**config.mk**
```make
export PLATFORM = sky130hd
export DESIGN_NAME = adcdp_output_sync
export DESIGN_NICKNAME = d
export VERILOG_FILES = /design/src/verilog/adcdp_output_sync.v
export VERILOG_INCLUDE_DIRS = /design/src /design/src/verilog
export SDC_FILE = /design/constraint.sdc
export NUM_CORES = 1
export LEC_CHECK = 0
export BUFFER_PORTS_ARGS = -buffer_cell sky130_fd_sc_hd__buf_2
export CAP_MARGIN = 15
export CORE_ASPECT_RATIO = 0.5
export CORE_MARGIN = 2
export CORE_UTILIZATION = 30
export DETAILED_ROUTE_END_ITERATION = 6
export GPL_ROUTABILITY_DRIVEN = 0
export SYNTH_ARGS = -nofsm -noshare
export SYNTH_HDL_FRONTEND = slang
export SYNTH_SLANG_ARGS = --single-unit
```
**constraint.sdc**
```tcl
create_clock -name core_clk -period 2.7 [get_ports core_clk]
set_input_delay 0.54 -clock core_clk [delete_from_list [all_inputs] [get_ports core_clk]]
set_output_delay 0.54 -clock core_clk [all_outputs]
set_load 0.01 [all_outputs]
```
**src/verilog/adcdp_consts.vh**
```
// Constants for the dual port converter output stage
`ifndef ADCDP_CONSTS_VH
`define ADCDP_CONSTS_VH
`define ADCDP_DATA_W 8
`define ADCDP_LAT_SINGLE 4
`define ADCDP_LAT_DUAL 5
`define ADCDP_PHASE_RST 1'b0
`define ADCDP_PORTB_RST 8'h00
`endif

```
**src/verilog/adcdp_output_sync.v**
```verilog
// Output steering, pipeline and phase alignment of the converter
// Contract
// - Dual mode alternates results between ports A, B
// - Alternation divider starts at arbitrary phase
// - Conflicting sync corrupts one sample, then fixed
// - Matching sync leaves output data unchanged
// - Dual mode latency is six clock cycles
// - Single mode: every cycle on port A
// - Single mode latency is five clock cycles
// - Single mode holds port B static
`timescale 1ns/1ps
`include "adcdp_consts.vh"
module adcdp_output_sync #(
	parameter DATA_W = `ADCDP_DATA_W
) (
	// Clock and reset
	input wire core_clk,
	input wire resetn,
	// Sample stream, one per clock, same domain
	input wire [DATA_W-1:0] sampleIn,
	// Pins from the controlling party
	input wire outputSplitSelectN,
	input wire phaseAlignInput,
	// Output ports
	output reg [DATA_W-1:0] portA,
	output reg [DATA_W-1:0] portB
);
	// Samples enter every edge and leave at a fixed tap. In dual
	// mode a two-slot divider picks the port; a falling edge on
	// the sync pin forces the slot, so a pulse train in step with
	// the divider changes nothing.
	// Pipeline depth covers the longer dual mode latency
	localparam DEPTH = `ADCDP_LAT_DUAL;
	// Output taps; the port register adds the last delay
	localparam TAP_SINGLE = `ADCDP_LAT_SINGLE - 1;
	localparam TAP_DUAL = `ADCDP_LAT_DUAL - 1;
	// Divider slots, one-hot; slot B steers the write one cycle later to B
	localparam SLOT_A = 2'b01;
	localparam SLOT_B = 2'b10;
	localparam SLOT_RST = (`ADCDP_PHASE_RST == 1'b1) ? SLOT_B : SLOT_A;

	// Mode pin synchroniser
	reg splitMeta_r;
	reg splitSync_r;
	// Sync pin synchroniser and edge history
	reg alignMeta_r;
	reg alignSync_r;
	reg alignPrev_r;
	// Sample pipeline
	reg [DATA_W-1:0] pipe_r [0:DEPTH-1];
	// Divider and steering
	reg [1:0] slot_r;
	reg [1:0] slot_nxt;
	reg steerB_r;
	reg steerB_nxt;
	// Port next values
	reg [DATA_W-1:0] portA_nxt;
	reg [DATA_W-1:0] portB_nxt;
	// Decoded controls
	wire dualMode;
	wire syncFall;
	integer i;

	// Reset reads as single mode, the rate-safe choice
	always @(posedge core_clk or negedge resetn) begin
		if (!resetn) begin
			splitMeta_r <= 1'b1;
		end else begin
			splitMeta_r <= outputSplitSelectN;
		end
	end

	always @(posedge core_clk or negedge resetn) begin
		if (!resetn) begin
			splitSync_r <= 1'b1;
		end else begin
			splitSync_r <= splitMeta_r;
		end
	end

	// Low on the pin selects dual mode
	assign dualMode = ~splitSync_r;

	// Sync pin resets low so reset alone makes no edge
	always @(posedge core_clk or negedge resetn) begin
		if (!resetn) begin
			alignMeta_r <= 1'b0;
		end else begin
			alignMeta_r <= phaseAlignInput;
		end
	end

	always @(posedge core_clk or negedge resetn) begin
		if (!resetn) begin
			alignSync_r <= 1'b0;
		end else begin
			alignSync_r <= alignMeta_r;
		end
	end

	always @(posedge core_clk or negedge resetn) begin
		if (!resetn) begin
			alignPrev_r <= 1'b0;
		end else begin
			alignPrev_r <= alignSync_r;
		end
	end

	// Only the falling edge acts; its rising edge carries no timing
	assign syncFall = alignPrev_r & ~alignSync_r;

	// Samples come from logic on core_clk, so no synchroniser
	always @(posedge core_clk or negedge resetn) begin
		if (!resetn) begin
			for (i = 0; i < DEPTH; i = i + 1) begin
				pipe_r[i] <= {DATA_W{1'b0}};
			end
		end else begin
			pipe_r[0] <= sampleIn;
			for (i = 1; i < DEPTH; i = i + 1) begin
				pipe_r[i] <= pipe_r[i-1];
			end
		end
	end

	// The divider runs free from an arbitrary phase; nothing ties
	// it to the data until the first sync
	always @* begin
		slot_nxt = SLOT_A;
		case (slot_r)
			SLOT_A: begin
				slot_nxt = SLOT_B;
			end
			SLOT_B: begin
				slot_nxt = SLOT_A;
			end
			default: begin
				slot_nxt = SLOT_A;
			end
		endcase
		if (syncFall) begin
			slot_nxt = SLOT_B;
		end
	end

	// Reset phase is a free choice; only a sync defines it
	always @(posedge core_clk or negedge resetn) begin
		if (!resetn) begin
			slot_r <= SLOT_RST;
		end else begin
			slot_r <= slot_nxt;
		end
	end

	// A sync in step forces the slot the divider reaches anyway.
	// Out of step it repeats slot B, so one sample on port B is
	// overwritten before the order settles.
	always @* begin
		steerB_nxt = 1'b0;
		case (slot_r)
			SLOT_B: begin
				steerB_nxt = 1'b1;
			end
			default: begin
				steerB_nxt = 1'b0;
			end
		endcase
	end

	// Steering lags the slot by one cycle to line up with the tap
	always @(posedge core_clk or negedge resetn) begin
		if (!resetn) begin
			steerB_r <= 1'b0;
		end else begin
			steerB_r <= steerB_nxt;
		end
	end

	// Dual mode writes one port per cycle, so each holds two
	always @* begin
		portA_nxt = portA;
		portB_nxt = portB;
		if (dualMode) begin
			if (steerB_r) begin
				portB_nxt = pipe_r[TAP_DUAL];
			end else begin
				portA_nxt = pipe_r[TAP_DUAL];
			end
		end else begin
			// Port B is never written, so it keeps a stale value
			portA_nxt = pipe_r[TAP_SINGLE];
		end
	end

	// Outputs straight from flops
	always @(posedge core_clk or negedge resetn) begin
		if (!resetn) begin
			portA <= {DATA_W{1'b0}};
		end else begin
			portA <= portA_nxt;
		end
	end

	// Port B reset value is arbitrary, as its single mode content
	always @(posedge core_clk or negedge resetn) begin
		if (!resetn) begin
			portB <= `ADCDP_PORTB_RST;
		end else begin
			portB <= portB_nxt;
		end
	end
endmodule
```
==> impl_metrics.py <==
metrics = {
    "drt": {
        "drt-total-wl_mm": 2.63,
        "dr.pass1.iters": 4,
        "routedWlPerCell_um": 11.2,
        "drcViolationCount": 0,
        "ant_nets": 0,
        "avgViaCountPerCell": 3.86,
        "drt-initial-drc-count": 18,
        "vias": 904,
    },
    "global_routing": {
        "grt_max_degree": 65,
        "grt.total_usage_pct": 8.92,
        "gr-total-overflow": 0,
        "antenna_found_initial": 0,
        "grt_pass1_vias": 992,
        "grt_pass1_wl_mm": 4.56,
    },
    "pwr": {
        "powerDensity_nw_per_um2": 1080,
        "comb_power_share_pct": 9.5,
        "clkPwrFrac_pct": 48.5,
        "p_sw_mw": 0.572,
        "leakagePower_nw": 1.18,
        "vdd_drop_max_mv": 0.351,
        "swShare_pct": 21.0,
        "p_seq_share_pct": 41.9,
        "p_int_mw": 2.15,
        "power.total_mw": 2.72,
    },
    "floorplanning": {
        "io_pins": 28,
        "die_h_um": 60.8,
        "initial_core_util_pct": 31.5,
        "core_area_um2": 6160,
        "dieArea_um2": 7160,
        "rows": 20,
        "die_x_um": 118,
    },
    "timing": {
        "rsz0062_at_grt": "no",
        "relSlewSlack_pct": 50.1,
        "finClkSkew_ns": 0.00625,
        "period_needed_ns": 1.61,
        "fmax_mhz": 623,
        "final-setup-viol-count": 0,
        "fin_ws_ns": 1.09,
        "worstMarginPinSlew_ns": 0.749,
        "finalCritPeriodShare_pct": 59.5,
        "tns_ns": 0,
        "final_hold_viol_count": 0,
        "slew_violations": 0,
    },
    "worst_setup_path": {
        "crit_family": "flip-flops",
        "critPathLaunchType": "flip-flop",
        "worst_r2r_path_depth": 2,
        "cp-end-kind": "flip-flop",
        "worstPathMaxFanout": 17,
        "cp_num_cells": 2,
        "critical_path_class": "flip-flop to flip-flop",
        "r2r_setup_slack_ns": 1.09,
        "cp-startpoint": "splitSync_r",
        "crit_buf_inv": 0,
        "rr_endpoint": "portB[0]",
        "critPathMaxStageDelay_ns": 0.67,
        "crit_chain": "nand2b_1 -> mux2_4",
        "cp.arrival_ns": 1.81,
        "critPathCapture": "portB[0]",
        "required_ns": 2.90,
        "r2r_start": "splitSync_r",
        "slowest_stage": "dfstp_2",
    },
    "run": {
        "drv_cap": 0,
    },
    "clocking": {
        "clockBufferDepth": 2,
        "cts_resized": 0,
        "cts_tree": "done",
        "numCtsBuffers": 9,
        "postCtsSetupRepairBufs": 0,
        "worstSkewPairLatency_ns": 0.32,
        "postCtsHoldBufs": 0,
        "cts_sinks": 64,
        "cts_root_buf": "clkbuf_16",
        "cts-htree-levels": 3,
        "path_clk_slew_ns": 0.06,
    },
    "place": {
        "portBuffers": 27,
        "dpl.hpwl_mm": 1.71,
        "dp_worst_setup_slack_ns": 1.10,
    },
    "final_layout": {
        "synthToLayoutAreaGrowth_pct": 29.9,
        "final_util_pct": 40.9,
        "fillCellCount": 582,
        "final_layout_size_suffix_gt1_share_pct": 37.7,
        "diodes": 0,
        "nNetsFinal": 153,
    },
    "outcome": {
        "status": "completed",
    },
    "synth": {
        "syn_inst": 105,
        "netlist_area_um2": 1940,
        "ys_seq_area_share_pct": 82.8,
        "synth_top_area_share_pct": 78.8,
        "syn_nets": 117,
        "synth_area_leaders": "dfrtp_1 79%, mux2_4 6.2%, mux2i_1 4.1%",
        "ys_seq_elements": 64,
        "synth_cell_type_count": 14,
        "syn_area_per_cell_um2": 18.5,
        "yosysWarnings": 0,
        "yosysTopAreaCell": "dfrtp_1",
    },
    "hold_path": {
        "hold_class": "primary input to flip-flop",
    },
}
==> synthesized netlist by cell type, drive strengths merged <==
library cell	instances
a2bb2oi	1
buf	3
dfrtp	61
dfstp	3
inv	2
mux2	8
mux2i	8
nand2	8
nand2b	1
nor2	1
o21ai	8
o2bb2ai	1
==> kinds of logic after synthesis <==
group | after synthesis | synth area share, %
compound gates | 10 | 2.97
buf+inv | 5 | 1.81
flops | 64 | 82.8
mux | 16 | 10.3
simple gates | 10 | 2.07
==> worst register-to-register path, delay by kind of cell (launching register included) <==
kind	cells	cell delay (ns)
DFF	1	0.67
and+or+nand+nor	1	0.47
muxes	1	0.34
==> worst min path at each step <==
stage | from | endpoint | slack (ns) | depth (start not counted)
floorplan | resetn | alignMeta_r | 0.24 | 0
global placement | pipe_r[35] | pipe_r[27] | 0.33 | 0
detailed placement | pipe_r[19] | pipe_r[11] | 0.33 | 0
CTS | outputSplitSelectN | splitMeta_r | 0.30 | 1
global route | outputSplitSelectN | splitMeta_r | 0.29 | 1
finish | outputSplitSelectN | splitMeta_r | 0.31 | 1
==> per-layer routing <==
metal	GRT usage, %	wire length [µm]
met5	0	0
met4	7.23	43
met3	4.70	129
met2	13.6	1260
met1	9.68	1200
==> layout by cell type (no fill, tap or decap), types with 2 or more instances in the layout <==
| cell | synthesis | routed |
|---|---|---|
| mux2i_1 | 8 | 8 |
| dfstp_2 | 3 | 3 |
| clkbuf_16 | 0 | 9 |
| bufinv_16 | 0 | 3 |
| dfrtp_1 | 61 | 61 |
| mux2_4 | 8 | 8 |
| o21ai_0 | 4 | 4 |
| nand2_1 | 8 | 8 |
| o21ai_1 | 4 | 4 |
| inv_1 | 2 | 2 |
| buf_2 | 1 | 27 |
==> metrics by stage <==
stage	cells	instance area, µm²	hold slack (ns)
CTS	234	2520	0.302
floorplan	105	1940	0.244
global route	234	2520	0.294
global placement	218	2160	0.331
finish	234	2520	0.312
detailed placement	218	2160	0.335
==> power groups by stage <==
| stage | combinational, mW | sequential (mW) | clock, mW |
|---|---|---|---|
| final | 0.259 | 1.14 | 1.32 |
| after floorplan | 0.136 | 1.17 | 0 |
| after CTS | 0.267 | 1.15 | 1.36 |
| after global placement | 0.256 | 1.16 | 0 |
| after global routing | 0.284 | 1.16 | 1.40 |
| after detailed placement | 0.267 | 1.16 | 0 |
==> registers in the layout (all words and copies together), names as in the netlist <==
signal	cells
splitMeta_r	1
portB	8
steerB_r	1
slot_r	2
pipe_r	40
alignPrev_r	1
portA	8
splitSync_r	1
alignSync_r	1
alignMeta_r	1
==> area by class of cell <==
type                    instances  area (µm²)  area share [%]
flip-flops and latches         64        1610            63.8
multi-input cells              36         298            11.8
clock buffers                  10         239            9.49
repair buffers                 28         143            5.67
clock inverters                 6         115            4.57
well taps                      88         110            4.37
inverters                       2        7.51           0.298
(Power assumes the default switching activity.)
